--- src/core/ssp_pkg.sv ---
// Package for the serial port status and receive block.
// Assumes a 32-bit APB slave with byte addresses and one word per register.
package ssp_pkg;

	// Bus widths
	localparam int APB_AW = 8;
	localparam int APB_DW = 32;
	localparam int HOLD_W = 24;
	localparam int CTRL_W = 19;

	// Register byte addresses
	localparam logic [7:0] ADDR_CTRL = 8'h00;
	localparam logic [7:0] ADDR_STATUS = 8'h04;
	localparam logic [7:0] ADDR_RXDATA = 8'h08;
	localparam logic [7:0] ADDR_NULLSLOT = 8'h0c;
	localparam logic [7:0] ADDR_TX0 = 8'h10;
	localparam logic [7:0] ADDR_TX_STEP = 8'h04;

	// Status bit positions
	localparam int ST_RX_FULL = 7;
	localparam int ST_TX_EMPTY = 6;
	localparam int ST_OVERRUN = 5;
	localparam int ST_UNDERRUN = 4;
	localparam int ST_RX_FIRST = 3;
	localparam int ST_TX_FIRST = 2;
	localparam int ST_FLAG_ONE = 1;
	localparam int ST_FLAG_ZERO = 0;

	// Control bit positions
	localparam int CT_WL = 0;
	localparam int CT_SHFT = 3;
	localparam int CT_ALIGN = 4;
	localparam int CT_NET = 5;
	localparam int CT_SYNC = 6;
	localparam int CT_RXEN = 7;
	localparam int CT_TXEN = 8;
	localparam int CT_DIR0 = 11;
	localparam int CT_DIR1 = 12;
	localparam int CT_PORT0 = 13;
	localparam int CT_PORT1 = 14;
	localparam int CT_RX_IRQ = 15;
	localparam int CT_TX_IRQ = 16;
	localparam int CT_RX_ERR = 17;
	localparam int CT_TX_ERR = 18;

	// Reset values and counts
	localparam logic [CTRL_W-1:0] CTRL_RESET = 19'h00000;
	localparam logic [HOLD_W-1:0] HOLD_RESET = 24'h000000;
	localparam int NUM_TX = 3;
	localparam logic [4:0] LAST_SLOT = 5'h1f;

	// Word length settings
	typedef enum logic [2:0] {
		WL_8 = 3'b000,
		WL_12 = 3'b001,
		WL_16 = 3'b010,
		WL_24 = 3'b011,
		WL_32 = 3'b100
	} wordlen_t;

	// Receive word state
	typedef enum logic [0:0] {
		RX_IDLE = 1'b0,
		RX_SHIFT = 1'b1
	} rxstate_t;

endpackage

--- src/core/link_if.sv ---
// Interface carrying synchronised serial link levels and the bit strobe.
// Assumes both ends run on the same system clock.
`timescale 1ns/10ps
interface link_if;
	logic bitStrobe;
	logic frameSync;
	logic rxBit;
	logic ctlZero;
	logic ctlOne;
	modport src(output bitStrobe, frameSync, rxBit, ctlZero, ctlOne);
	modport dst(input bitStrobe, frameSync, rxBit, ctlZero, ctlOne);
endinterface

--- src/core/ssp_status_rx.sv ---
// Status flags and receive path of a synchronous framed serial port.
// Assumes an APB master on clk and a transmit framer on clk giving slot pulses.
//
// Added by the designer: the APB slave port and the address map.
`timescale 1ns/10ps
// Functional notes
// RULE1: Word transfer to holding sets receive full
// RULE2: Holding register read clears receive full
// RULE3: Receive interrupt while enabled and full
// RULE4: Transmit empty set on load or null
// RULE5: All enabled writes or null clear empty
// RULE6: Transmit interrupt when empty and enabled
// RULE7: Transfer while full sets overrun
// RULE8: Overrun interrupt when error enable set
// RULE9: Status read then data read clears overrun
// RULE10: Slot with missing data sets underrun
// RULE11: Underrun resends words still held
// RULE12: One slot normal, up to 32 network
// RULE13: Underrun interrupt when error enable set
// RULE14: Status read then writes clear underrun
// RULE15: First slot flag for received word
// RULE16: Transmit first slot flag per slot
// RULE17: Word written in first slot goes second
// RULE18: Control line one sampled into flag
// RULE19: Control line zero sampled into flag
// RULE20: Shift on bit clock, selectable order
// RULE21: Transfer after selected word length
// RULE22: Holding alignment bit 23 or 15
// RULE23: Status writes ignored, reads only arm
module ssp_status_rx (
	// Clock and reset
	input wire logic clk,
	input wire logic srst,
	// APB slave
	input wire logic [ssp_pkg::APB_AW-1:0] paddr,
	input wire logic psel,
	input wire logic penable,
	input wire logic pwrite,
	input wire logic [ssp_pkg::APB_DW-1:0] pwdata,
	output logic [ssp_pkg::APB_DW-1:0] prdata,
	output logic pready,
	output logic pslverr,
	// Serial link pins
	input wire logic bitClkPin,
	input wire logic frameSyncPin,
	input wire logic rxDataPin,
	input wire logic ctlLineZeroPin,
	input wire logic ctlLineOnePin,
	// Transmit framer
	input wire logic txSlotStart,
	input wire logic txFrameStart,
	output logic [ssp_pkg::NUM_TX*ssp_pkg::HOLD_W-1:0] txShiftData,
	output logic txShiftLoad,
	output logic txNullSlot,
	// Interrupt requests
	output logic rxIrq,
	output logic txIrq,
	output logic rxErrIrq,
	output logic txErrIrq
);
	import ssp_pkg::*;

	link_if lnk();

	logic [CTRL_W-1:0] ctrl_q;
	logic [APB_DW-1:0] prdata_q;
	logic pslverr_q;
	rxstate_t rxState_q;
	logic [5:0] bitCnt_q;
	logic [4:0] slotCnt_q;
	logic [31:0] shift_q;
	logic firstSlot_q;
	logic [1:0] ifLatch_q;
	logic wordDone_q;
	logic [HOLD_W-1:0] hold_q;
	logic rxFull_q;
	logic rxOverrun_q;
	logic overrunArm_q;
	logic rxFirst_q;
	logic flagZero_q;
	logic flagOne_q;
	logic [HOLD_W-1:0] txData_q [NUM_TX];
	logic [NUM_TX-1:0] txWritten_q;
	logic nullPending_q;
	logic txEmpty_q;
	logic txUnderrun_q;
	logic underrunArm_q;
	logic txFirst_q;
	logic [4:0] txSlotCnt_q;
	logic [NUM_TX*HOLD_W-1:0] txShiftData_q;
	logic txShiftLoad_q;
	logic txNull_q;

	// Pin synchroniser and bit clock edge finder
	link_sampler u_sampler (
		.clk(clk),
		.srst(srst),
		.bitClkPin(bitClkPin),
		.frameSyncPin(frameSyncPin),
		.rxDataPin(rxDataPin),
		.ctlLineZeroPin(ctlLineZeroPin),
		.ctlLineOnePin(ctlLineOnePin),
		.link(lnk.src)
	);

	// Control fields
	wordlen_t wordLen;
	logic shiftLsbFirst;
	logic alignLow;
	logic networkMode;
	logic syncMode;
	logic rxEnable;
	logic [NUM_TX-1:0] txEnable;
	assign wordLen = wordlen_t'(ctrl_q[CT_WL +: 3]);
	assign shiftLsbFirst = ctrl_q[CT_SHFT];
	assign alignLow = ctrl_q[CT_ALIGN];
	assign networkMode = ctrl_q[CT_NET];
	assign syncMode = ctrl_q[CT_SYNC];
	assign rxEnable = ctrl_q[CT_RXEN];
	assign txEnable = ctrl_q[CT_TXEN +: NUM_TX];

	// Bus decode; the slave never waits, so every access phase completes
	logic access;
	logic busWrite;
	logic statusRead;
	logic rxRead;
	logic nullWrite;
	logic [NUM_TX-1:0] txWrite;
	assign access = psel & penable;
	assign busWrite = access & pwrite;
	assign statusRead = access & ~pwrite & (paddr == ADDR_STATUS);
	assign rxRead = access & ~pwrite & (paddr == ADDR_RXDATA);
	assign nullWrite = busWrite & (paddr == ADDR_NULLSLOT);
	assign pready = 1'b1;
	assign prdata = prdata_q;
	assign pslverr = pslverr_q;

	// One write strobe per transmit data register
	always_comb begin
		for (int i = 0; i < NUM_TX; i++) begin
			txWrite[i] = busWrite & (paddr == ADDR_TX0 + 8'(i) * ADDR_TX_STEP);
		end
	end

	// Word length in bit clocks
	function automatic logic [5:0] wordBits(input wordlen_t wl);
		case (wl)
			WL_8: wordBits = 6'd8;
			WL_12: wordBits = 6'd12;
			WL_16: wordBits = 6'd16;
			WL_24: wordBits = 6'd24;
			WL_32: wordBits = 6'd32;
			default: wordBits = 6'd8;
		endcase
	endfunction

	logic [5:0] wlBits;
	logic [5:0] wlLast;
	assign wlBits = wordBits(wordLen);
	assign wlLast = wlBits - 6'd1;

	// Input flag enables: line is a port input flag in synchronous mode
	logic flagZeroEnable;
	logic flagOneEnable;
	assign flagZeroEnable = syncMode & ~txEnable[1] & ~ctrl_q[CT_DIR0] & ctrl_q[CT_PORT0];
	assign flagOneEnable = syncMode & ~txEnable[2] & ~ctrl_q[CT_DIR1] & ctrl_q[CT_PORT1];

	// Status word as software sees it; frame flags only mean something when enabled
	logic [7:0] statusVal;
	logic txFirstShown;
	assign txFirstShown = (txEnable != 3'b000) & (networkMode ? txFirst_q : 1'b1);
	assign statusVal = {rxFull_q, txEmpty_q, rxOverrun_q, txUnderrun_q, rxFirst_q & rxEnable, txFirstShown,
		flagOne_q, flagZero_q};

	// Control register write
	always_ff @(posedge clk) begin
		if (srst) begin
			ctrl_q <= CTRL_RESET;
		end else if (busWrite && paddr == ADDR_CTRL) begin
			ctrl_q <= pwdata[CTRL_W-1:0];
		end
	end

	// Read data is built in the setup phase so it comes from flops
	// RULE23: status is read only
	always_ff @(posedge clk) begin
		if (srst) begin
			prdata_q <= 32'h00000000;
			pslverr_q <= 1'b0;
		end else if (psel && !penable) begin
			pslverr_q <= 1'b0;
			case (paddr)
				ADDR_CTRL: prdata_q <= {13'h0000, ctrl_q};
				ADDR_STATUS: prdata_q <= {24'h000000, statusVal};
				ADDR_RXDATA: prdata_q <= {8'h00, hold_q};
				ADDR_NULLSLOT, ADDR_TX0, ADDR_TX0 + ADDR_TX_STEP,
				ADDR_TX0 + ADDR_TX_STEP + ADDR_TX_STEP: prdata_q <= 32'h00000000;
				default: begin
					prdata_q <= 32'h00000000;
					pslverr_q <= 1'b1;
				end
			endcase
		end
	end

	// Receive word state: idle until frame sync, network runs up to the last slot
	always_ff @(posedge clk) begin
		if (srst) begin
			rxState_q <= RX_IDLE;
		end else if (!rxEnable) begin
			rxState_q <= RX_IDLE;
		end else if (lnk.bitStrobe) begin
			case (rxState_q)
				RX_IDLE: begin
					if (lnk.frameSync) begin
						rxState_q <= RX_SHIFT;
					end
				end
				RX_SHIFT: begin
					if (bitCnt_q == wlLast && !(networkMode && slotCnt_q != LAST_SLOT)) begin
						rxState_q <= RX_IDLE;
					end
				end
				default: rxState_q <= RX_IDLE;
			endcase
		end
	end

	// Shift register and bit count
	logic shiftNow;
	assign shiftNow = rxEnable & lnk.bitStrobe & ((rxState_q == RX_SHIFT) | lnk.frameSync);

	always_ff @(posedge clk) begin
		if (srst) begin
			bitCnt_q <= 6'd0;
			slotCnt_q <= 5'd0;
			shift_q <= 32'h00000000;
			firstSlot_q <= 1'b0;
			ifLatch_q <= 2'b00;
			wordDone_q <= 1'b0;
		end else begin
			wordDone_q <= 1'b0;
			if (!rxEnable) begin
				bitCnt_q <= 6'd0;
			end else if (shiftNow) begin
				// RULE20: order selectable
				shift_q <= shiftLsbFirst ? {lnk.rxBit, shift_q[31:1]} : {shift_q[30:0], lnk.rxBit};
				if (bitCnt_q == 6'd0) begin
					// RULE18: latch line one
					// RULE19: latch line zero
					ifLatch_q <= {lnk.ctlOne, lnk.ctlZero};
					firstSlot_q <= lnk.frameSync;
					slotCnt_q <= lnk.frameSync ? 5'd0 : slotCnt_q + 5'd1;
				end
				// RULE21: word length count
				if (bitCnt_q == wlLast) begin
					bitCnt_q <= 6'd0;
					wordDone_q <= 1'b1;
				end else begin
					bitCnt_q <= bitCnt_q + 6'd1;
				end
			end
		end
	end

	// Completed word, MSB at the top in both orders
	logic [31:0] aligned32;
	logic [HOLD_W-1:0] holdNext;
	// LSB first leaves older bits below the word; masked so unused bits read zero
	assign aligned32 = shiftLsbFirst ? (shift_q & ~(32'hffffffff >> wlBits)) : (shift_q << (6'd32 - wlBits));
	// RULE22: align to bit 23 or 15
	assign holdNext = alignLow ? {8'h00, aligned32[31:16]} : aligned32[31:8];

	// Holding register; a read in the same cycle frees it for the new word
	always_ff @(posedge clk) begin
		if (srst) begin
			hold_q <= HOLD_RESET;
		end else if (wordDone_q && (!rxFull_q || rxRead)) begin
			hold_q <= holdNext;
		end
	end

	// Receive full; a transfer beats a read in the same cycle
	always_ff @(posedge clk) begin
		if (srst) begin
			rxFull_q <= 1'b0;
		end else if (wordDone_q) begin
			// RULE1: set on transfer
			rxFull_q <= 1'b1;
		end else if (rxRead) begin
			// RULE2: read clears
			rxFull_q <= 1'b0;
		end
	end

	// Overrun: the old word is kept, the new one is dropped
	always_ff @(posedge clk) begin
		if (srst) begin
			rxOverrun_q <= 1'b0;
			overrunArm_q <= 1'b0;
		end else begin
			if (statusRead && prdata_q[ST_OVERRUN]) begin
				overrunArm_q <= 1'b1;
			end else if (rxRead) begin
				overrunArm_q <= 1'b0;
			end
			if (wordDone_q && rxFull_q && !rxRead) begin
				// RULE7: transfer while full
				rxOverrun_q <= 1'b1;
			end else if (rxRead && overrunArm_q) begin
				// RULE9: two step clear
				rxOverrun_q <= 1'b0;
			end
		end
	end

	// Frame and input flags follow each transfer
	always_ff @(posedge clk) begin
		if (srst) begin
			rxFirst_q <= 1'b0;
			flagZero_q <= 1'b0;
			flagOne_q <= 1'b0;
		end else begin
			if (wordDone_q) begin
				// RULE15: first slot of frame
				rxFirst_q <= networkMode ? firstSlot_q : 1'b1;
			end
			// RULE19: copy or hold cleared
			if (!flagZeroEnable) begin
				flagZero_q <= 1'b0;
			end else if (wordDone_q) begin
				flagZero_q <= ifLatch_q[0];
			end
			// RULE18: copy or hold cleared
			if (!flagOneEnable) begin
				flagOne_q <= 1'b0;
			end else if (wordDone_q) begin
				flagOne_q <= ifLatch_q[1];
			end
		end
	end

	// Transmit slot acceptance
	logic txSlot;
	logic allWritten;
	logic txRefill;
	logic underrun;
	// RULE12: slots per frame
	assign txSlot = txSlotStart & (txEnable != 3'b000) &
		(txFrameStart | (networkMode & (txSlotCnt_q != LAST_SLOT)));
	assign allWritten = (txEnable != 3'b000) && (((txWritten_q | txWrite) & txEnable) == txEnable);
	assign txRefill = allWritten | nullWrite;
	assign underrun = ((txEnable & ~txWritten_q) != 3'b000) & ~nullPending_q;

	// Transmit data registers keep their word so an underrun resends it
	always_ff @(posedge clk) begin
		if (srst) begin
			for (int i = 0; i < NUM_TX; i++) begin
				txData_q[i] <= HOLD_RESET;
			end
		end else begin
			for (int i = 0; i < NUM_TX; i++) begin
				if (txWrite[i]) begin
					txData_q[i] <= pwdata[HOLD_W-1:0];
				end
			end
		end
	end

	// Slot bookkeeping; a write on the slot edge counts for the next slot
	always_ff @(posedge clk) begin
		if (srst) begin
			txWritten_q <= 3'b000;
			nullPending_q <= 1'b0;
			txSlotCnt_q <= 5'd0;
			txFirst_q <= 1'b0;
			txShiftData_q <= '0;
			txShiftLoad_q <= 1'b0;
			txNull_q <= 1'b0;
		end else begin
			txShiftLoad_q <= txSlot;
			if (txSlot) begin
				// RULE11: resend held words
				// RULE17: loaded at next slot
				for (int i = 0; i < NUM_TX; i++) begin
					txShiftData_q[i*HOLD_W +: HOLD_W] <= txData_q[i];
				end
				txNull_q <= nullPending_q;
				nullPending_q <= nullWrite;
				txWritten_q <= txWrite;
				txSlotCnt_q <= txFrameStart ? 5'd0 : txSlotCnt_q + 5'd1;
				// RULE16: first slot flag
				txFirst_q <= txFrameStart;
			end else begin
				txWritten_q <= txWritten_q | txWrite;
				if (nullWrite) begin
					nullPending_q <= 1'b1;
				end
			end
		end
	end

	// Transmit empty; a slot load beats a refill in the same cycle
	always_ff @(posedge clk) begin
		if (srst) begin
			txEmpty_q <= 1'b0;
		end else if (txSlot) begin
			// RULE4: set on load or null
			txEmpty_q <= 1'b1;
		end else if (txRefill) begin
			// RULE5: refill clears
			txEmpty_q <= 1'b0;
		end
	end

	// Underrun with its two step clear
	always_ff @(posedge clk) begin
		if (srst) begin
			txUnderrun_q <= 1'b0;
			underrunArm_q <= 1'b0;
		end else begin
			if (statusRead && prdata_q[ST_UNDERRUN]) begin
				underrunArm_q <= 1'b1;
			end else if (txRefill) begin
				underrunArm_q <= 1'b0;
			end
			if (txSlot && underrun) begin
				// RULE10: slot without data
				txUnderrun_q <= 1'b1;
			end else if (underrunArm_q && txRefill) begin
				// RULE14: two step clear
				txUnderrun_q <= 1'b0;
			end
		end
	end

	assign txShiftData = txShiftData_q;
	assign txShiftLoad = txShiftLoad_q;
	assign txNullSlot = txNull_q;

	// Interrupt requests are levels that follow flag and enable
	// RULE3: receive request
	assign rxIrq = ctrl_q[CT_RX_IRQ] & rxFull_q;
	// RULE6: transmit request
	assign txIrq = ctrl_q[CT_TX_IRQ] & txEmpty_q;
	// RULE8: overrun request
	assign rxErrIrq = ctrl_q[CT_RX_ERR] & rxOverrun_q;
	// RULE13: underrun request
	assign txErrIrq = ctrl_q[CT_TX_ERR] & txUnderrun_q;

endmodule

--- src/core/link_sampler.sv ---
// Synchroniser and bit clock edge finder for the serial link pins.
// Assumes the link clock is far slower than clk (several clk per half period).
`timescale 1ns/10ps
module link_sampler (
	// Clock and reset
	input wire logic clk,
	input wire logic srst,
	// Link pins
	input wire logic bitClkPin,
	input wire logic frameSyncPin,
	input wire logic rxDataPin,
	input wire logic ctlLineZeroPin,
	input wire logic ctlLineOnePin,
	// Sampled link
	link_if.src link
);
	logic [4:0] meta_q;
	logic [4:0] sync_q;
	logic clkPrev_q;

	// Two stages per pin; only the second stage feeds logic
	always_ff @(posedge clk) begin
		if (srst) begin
			meta_q <= 5'h00;
			sync_q <= 5'h00;
			clkPrev_q <= 1'b0;
		end else begin
			meta_q <= {ctlLineOnePin, ctlLineZeroPin, rxDataPin, frameSyncPin, bitClkPin};
			sync_q <= meta_q;
			clkPrev_q <= sync_q[0];
		end
	end

	// Rising bit clock edge; data pins share the same delay so they line up
	assign link.bitStrobe = sync_q[0] & ~clkPrev_q;
	assign link.frameSync = sync_q[1];
	assign link.rxBit = sync_q[2];
	assign link.ctlZero = sync_q[3];
	assign link.ctlOne = sync_q[4];

endmodule

--- config.mk ---
export PLATFORM = sky130hd
export DESIGN_NAME = ssp_status_rx
export DESIGN_NICKNAME = d
export VERILOG_FILES = /design/src/core/ssp_pkg.sv /design/src/core/link_if.sv /design/src/core/ssp_status_rx.sv /design/src/core/link_sampler.sv
export SDC_FILE = /design/constraint.sdc
export NUM_CORES = 1
export LEC_CHECK = 0
export BUFFER_PORTS_ARGS = -buffer_cell sky130_fd_sc_hd__clkbuf_2
export CAP_MARGIN = 25
export CORE_AREA = 2 2 178 180
export CTS_CLUSTER_SIZE = 10
export DETAILED_ROUTE_END_ITERATION = 6
export DIE_AREA = 0 0 180 182
export PLACE_DENSITY = 0.59
export SETUP_SLACK_MARGIN = 0.15
export SLEW_MARGIN = 5
export SYNTH_ARGS = -nofsm -noshare
export SYNTH_HDL_FRONTEND = slang
export SYNTH_SLANG_ARGS = --single-unit
--- constraint.sdc ---
create_clock -name clk -period 3.47 [get_ports clk]
set_input_delay 1.041 -clock clk [delete_from_list [all_inputs] [get_ports clk]]
set_output_delay 1.041 -clock clk [all_outputs]
set_load 0.005 [all_outputs]
==> out/results.txt <==
The run finished with clean final reports. During I/O placement, the number of pins put on the boundary was 164. The clock period could shrink to 2.982 ns. The tools report the number of iterations in the first detailed-routing pass as 5. The routability congestion estimate was 0.8707; the width of the die was 180 µm. The count of flip-flops with a built-in enable after synthesis was 72; the area of the multi-input gates was 5182 µm².

The tools report the beginning of the worst hold path as u_sampler.meta_q[0]. The post-route fraction of the period consumed by the critical path works out to 85.94%. The clock transition at the register clock pins on the worst setup and hold paths after CTS is 0.05 ns.

Gates resized during post-CTS repair numbered 0. In the synthesized netlist the dominant register cell turns out to be sky130_fd_sc_hd__dfxtp_1. Worst setup path category: flip-flop to flip-flop. The number of routed nets with antenna violations is 0.

The run gives 51.62% as the relative max-transition margin. The leakage power was 5.156 nW. The area of the core is 30,990 µm².

Average routed wire per standard cell: 18.49 µm. The worst min-delay path category is flip-flop to flip-flop. Final-report hold violation count: 0.

The tools report the kind of launch point of the worst setup path as a flip-flop. Between clock sinks in the finished design, the worst skew comes to 0.02254 ns. The setup check on the worst reg-to-reg path leaves a slack of 0.49 ns. The total routing resource utilization after global routing came out at 19.84%. Counting every instance in the synthesized netlist gives 1,255. The synthesized netlist devotes 15.79% of its cell area to compound gates.

The placed instances occupy a cell area of 13,310 µm². The tools report the startpoint of the lowest-slack register-to-register path as ctrl_q[1]. Quantity of hold-fixing buffers added after cts: 0. At the pin with the least slew margin, the transition time is 0.7193 ns. In this run the power density over the cells is 500.0 nW/µm². The share of the Yosys chip area taken by registers is 53.66%.

The largest total area in the synthesized netlist belongs to sky130_fd_sc_hd__dfxtp_1. The tools report the number of unique standard cell types used by synthesis as 70. The total of buffers placed on input and output ports came out at 146. Setup repair after global routing left no endpoint under its margin. The simple-gate area share of the yosys netlist was 17.74%; the maximum frequency from static timing analysis was 335.3 MHz. For the total number of placement rows, the log shows 65.

Counting the fill cells in the layout gives 2,952. The data required time of the worst path came out at 3.88 ns. The logs give 0 for the initial antenna violation count and 0.0003903 V for the largest voltage drop on the vdd net. The max-slew violation total from the final report was 0. In this run the worst path has a maximum fanout of 18. The logs give 0 ns for the summed negative setup slack over all endpoints and 9,084 for the via count of the first global-routing pass.

Once the floorplan was initialized, standard cells occupied 39.49% of the core. After synthesis, the largest family of logic cells by area is simple AND/OR/NAND/NOR gates. The count of buffering cells on the critical path with inverters included was 1; the count of cells along the worst hold path was 1.

The clock net in this run drives a total of 292 sinks. The number of design rule violations left after detail routing was 0. Detailed placement finished with a half-perimeter wire length of 22.58 mm. The synthesized area per cell is 9.750 µm². The die height is 182 µm. Walking the worst path, the cells encountered are nor3b_4 > inv_4 > ha_1 > ha_1 > or3b_2 > nor2_1 > a222oi_1 > and3_1 > nor4_1. Counting flops and latches in the post-synthesis netlist gives 292. Among cell families on the critical path, the largest total delay comes from simple AND/OR/NAND/NOR gates. The H-tree was split into 2 levels. Arithmetic-cell share of the synthesized area counting full adders, half adders and majority gates: 1.022%. The worst setup path is captured at a flip-flop. For this block, the routed nets add up to 33.25 mm of wire. For the minimum hold slack, the log shows 0.4326 ns.

Cells with a size suffix above 1 make up 18.48% of the layout. Across the run, the number of max-cap violations was 0. The first global-routing pass estimated 52.03 mm of wire.

Cells fill 46.55% of the core in the end. The tree is rooted in a sky130_fd_sc_hd__clkbuf_16. For the number of antenna repair diodes, the log shows 0. The sequential cell area came out at 6568 µm². The cell with the largest stage delay on the worst path is sky130_fd_sc_hd__or3b_2. The net total in the final layout came out at 1,436. The ratio of routed vias to standard cells is 5.364. At the later pin of the worst-skew pair, clock insertion delay measures 0.52 ns. The area share of the largest cell type after synthesis was 35.99%. Measured in cells, the most critical reg-to-reg path has a length of 9. Summing every instance area after synthesis gives 12,240 µm². The worst hold path terminates at u_sampler.sync_q[0].

The number of vias in the routed layout was 9,645. TritonCTS built the clock tree. In this design, the critical path's most frequently occurring cell is sky130_fd_sc_hd__ha_1. Measured against the total synthesized area, the mux share comes to 6.830%. After synthesis, the cell types taking the most area are sky130_fd_sc_hd__dfxtp_1 36%, sky130_fd_sc_hd__edfxtp_1 18%, sky130_fd_sc_hd__nand2_1 7.7%, sky130_fd_sc_hd__a21oi_1 5.4%, sky130_fd_sc_hd__mux2i_1 3.0%.

The run gives 0 as the total number of yosys warnings. The post-synthesis async set-or-reset flop share was 0%. The run gives 36 as the total CTS buffers. The worst register-to-register path ends at hold_q[3]. The tools report the post-CTS repair timing setup buffer count as 0. After routing the design area is 14,420 µm². In this design, the stage delay of the slowest critical-path cell is 0.56 ns. The count of routing violations after the opening detailed-route iteration is 719, and the synthesized-area fraction occupied by xor and xnor cells is 0.6442%. No sink is reached through more buffers than the 3 on the longest clock path. For this run the aggregate overflow at the end of global routing stands at 0. Entering global routing, the biggest net connects 98 pins.

The area growth from synthesis to layout is 17.87%, and the setup-violating endpoint count in the final report is 0. For the worst setup path, the data arrival time is 3.39 ns. The overall die area came out at 32,760 µm².
power breakdown:
part / internal, mW / switching [mW]
sequential: 3.53 / 0.0138
clock: 2.13 / 1.40
combinational: 0.0412 / 0.104
cell usage after synthesis, types with 4 or more instances:
cell type and number:
sky130_fd_sc_hd__buf_2 14, sky130_fd_sc_hd__nand2b_1 12, sky130_fd_sc_hd__a22oi_1 26, sky130_fd_sc_hd__a211oi_1 30
sky130_fd_sc_hd__xor2_1 5, sky130_fd_sc_hd__a311oi_1 10, sky130_fd_sc_hd__nand4_1 7, sky130_fd_sc_hd__edfxtp_1 72
sky130_fd_sc_hd__a21oi_1 132, sky130_fd_sc_hd__o221a_2 5, sky130_fd_sc_hd__nor2_1 79, sky130_fd_sc_hd__inv_1 11
sky130_fd_sc_hd__a222oi_1 4, sky130_fd_sc_hd__o21ai_0 14, sky130_fd_sc_hd__nand3_1 23, sky130_fd_sc_hd__dfxtp_1 220
sky130_fd_sc_hd__nand3b_1 4, sky130_fd_sc_hd__a221oi_1 4, sky130_fd_sc_hd__mux4_1 4, sky130_fd_sc_hd__ha_1 10
sky130_fd_sc_hd__buf_1 7, sky130_fd_sc_hd__a32o_1 4, sky130_fd_sc_hd__nor2b_1 19, sky130_fd_sc_hd__or3b_2 4
sky130_fd_sc_hd__a221o_1 7, sky130_fd_sc_hd__mux2i_1 37, sky130_fd_sc_hd__nand2_1 252, sky130_fd_sc_hd__a2bb2oi_1 12
sky130_fd_sc_hd__a21o_1 10, sky130_fd_sc_hd__buf_4 10, sky130_fd_sc_hd__mux4_2 16, sky130_fd_sc_hd__xnor2_1 4
sky130_fd_sc_hd__and2_1 32, sky130_fd_sc_hd__nor3_1 9, sky130_fd_sc_hd__and3_1 19, sky130_fd_sc_hd__clkbuf_1 71
flip-flops by register name, indices dropped and copies added, names as in the netlist, 2 cells and up:
name,flops
txData_q,72
hold_q,24
ifLatch_q,2
bitCnt_q,6
u_sampler.meta_q,5
ctrl_q,19
txShiftData,72
shift_q,32
prdata,24
txWritten_q,3
slotCnt_q,5
txSlotCnt_q,5
u_sampler.sync_q,5
cell families after synthesis:
family | count (synthesis)
AND/OR/NAND/NOR | 477
flip-flops | 292
AO/OA/AOI/OAI | 291
buffers and inverters | 117
multiplexers | 57
adder cells (fa/ha/maj) | 10
XOR/XNOR | 9
other | 2
through the flow:
step / power, mW / instances / setup slack, ns
floorplan: 3.694 / 1262 / 0.3781
global placement: 3.757 / 1736 / 0.5830
detailed placement: 3.760 / 1737 / 0.5701
CTS: 7.286 / 1797 / 0.5442
global route: 7.446 / 1798 / 0.3172
finish: 7.212 / 1798 / 0.4878
cell usage in the layout, fill, tap and decap left out, drive strengths merged, types with 10 or more instances in the layout:
master	n
a211oi	30
a21o	10
a21oi	132
a22oi	27
a2bb2oi	12
a311oi	10
and2	32
and3	19
buf	33
clkbuf	200
dfxtp	220
edfxtp	72
ha	10
inv	15
mux2i	37
mux4	20
nand2	252
nand2b	12
nand3	23
nor2	79
nor2b	19
o21ai	16
area by class of cell:
class | count | area share, %
multi-input combinational | 853 | 35.93
timing repair buffer | 178 | 7.087
inverter | 13 | 0.3557
clock inverter | 5 | 0.7287
clock buffer | 55 | 6.879
tap | 402 | 3.487
sequential | 292 | 45.53
how the worst max path moves through the flow:
| stage | startpoint | to | slack [ns] | depth (start not counted) |
|---|---|---|---|---|
| 2_1_floorplan | ctrl_q[0] | hold_q[3] | 0.38 | 14 |
| 3_3_place_gp | paddr[2] | hold_q[19] | 0.58 | 7 |
| 3_5_place_dp | paddr[2] | hold_q[18] | 0.57 | 7 |
| 4_1_cts | ctrl_q[1] | hold_q[3] | 0.54 | 9 |
| 5_1_grt | ctrl_q[2] | hold_q[11] | 0.32 | 10 |
| 6_report | ctrl_q[1] | hold_q[3] | 0.49 | 9 |
layer usage:
| layer | global-route usage [%] | up-vias | routed length [µm] |
|---|---|---|---|
| met5 | 0 | - | 0 |
| met3 | 3.791 | 37 | 1930 |
| met4 | 4.618 | 0 | 495 |
| met1 | 26.84 | 4634 | 15200 |
| met2 | 32.93 | 275 | 15630 |
| li1 | - | 4699 | - |
(Power assumes the default switching activity.)
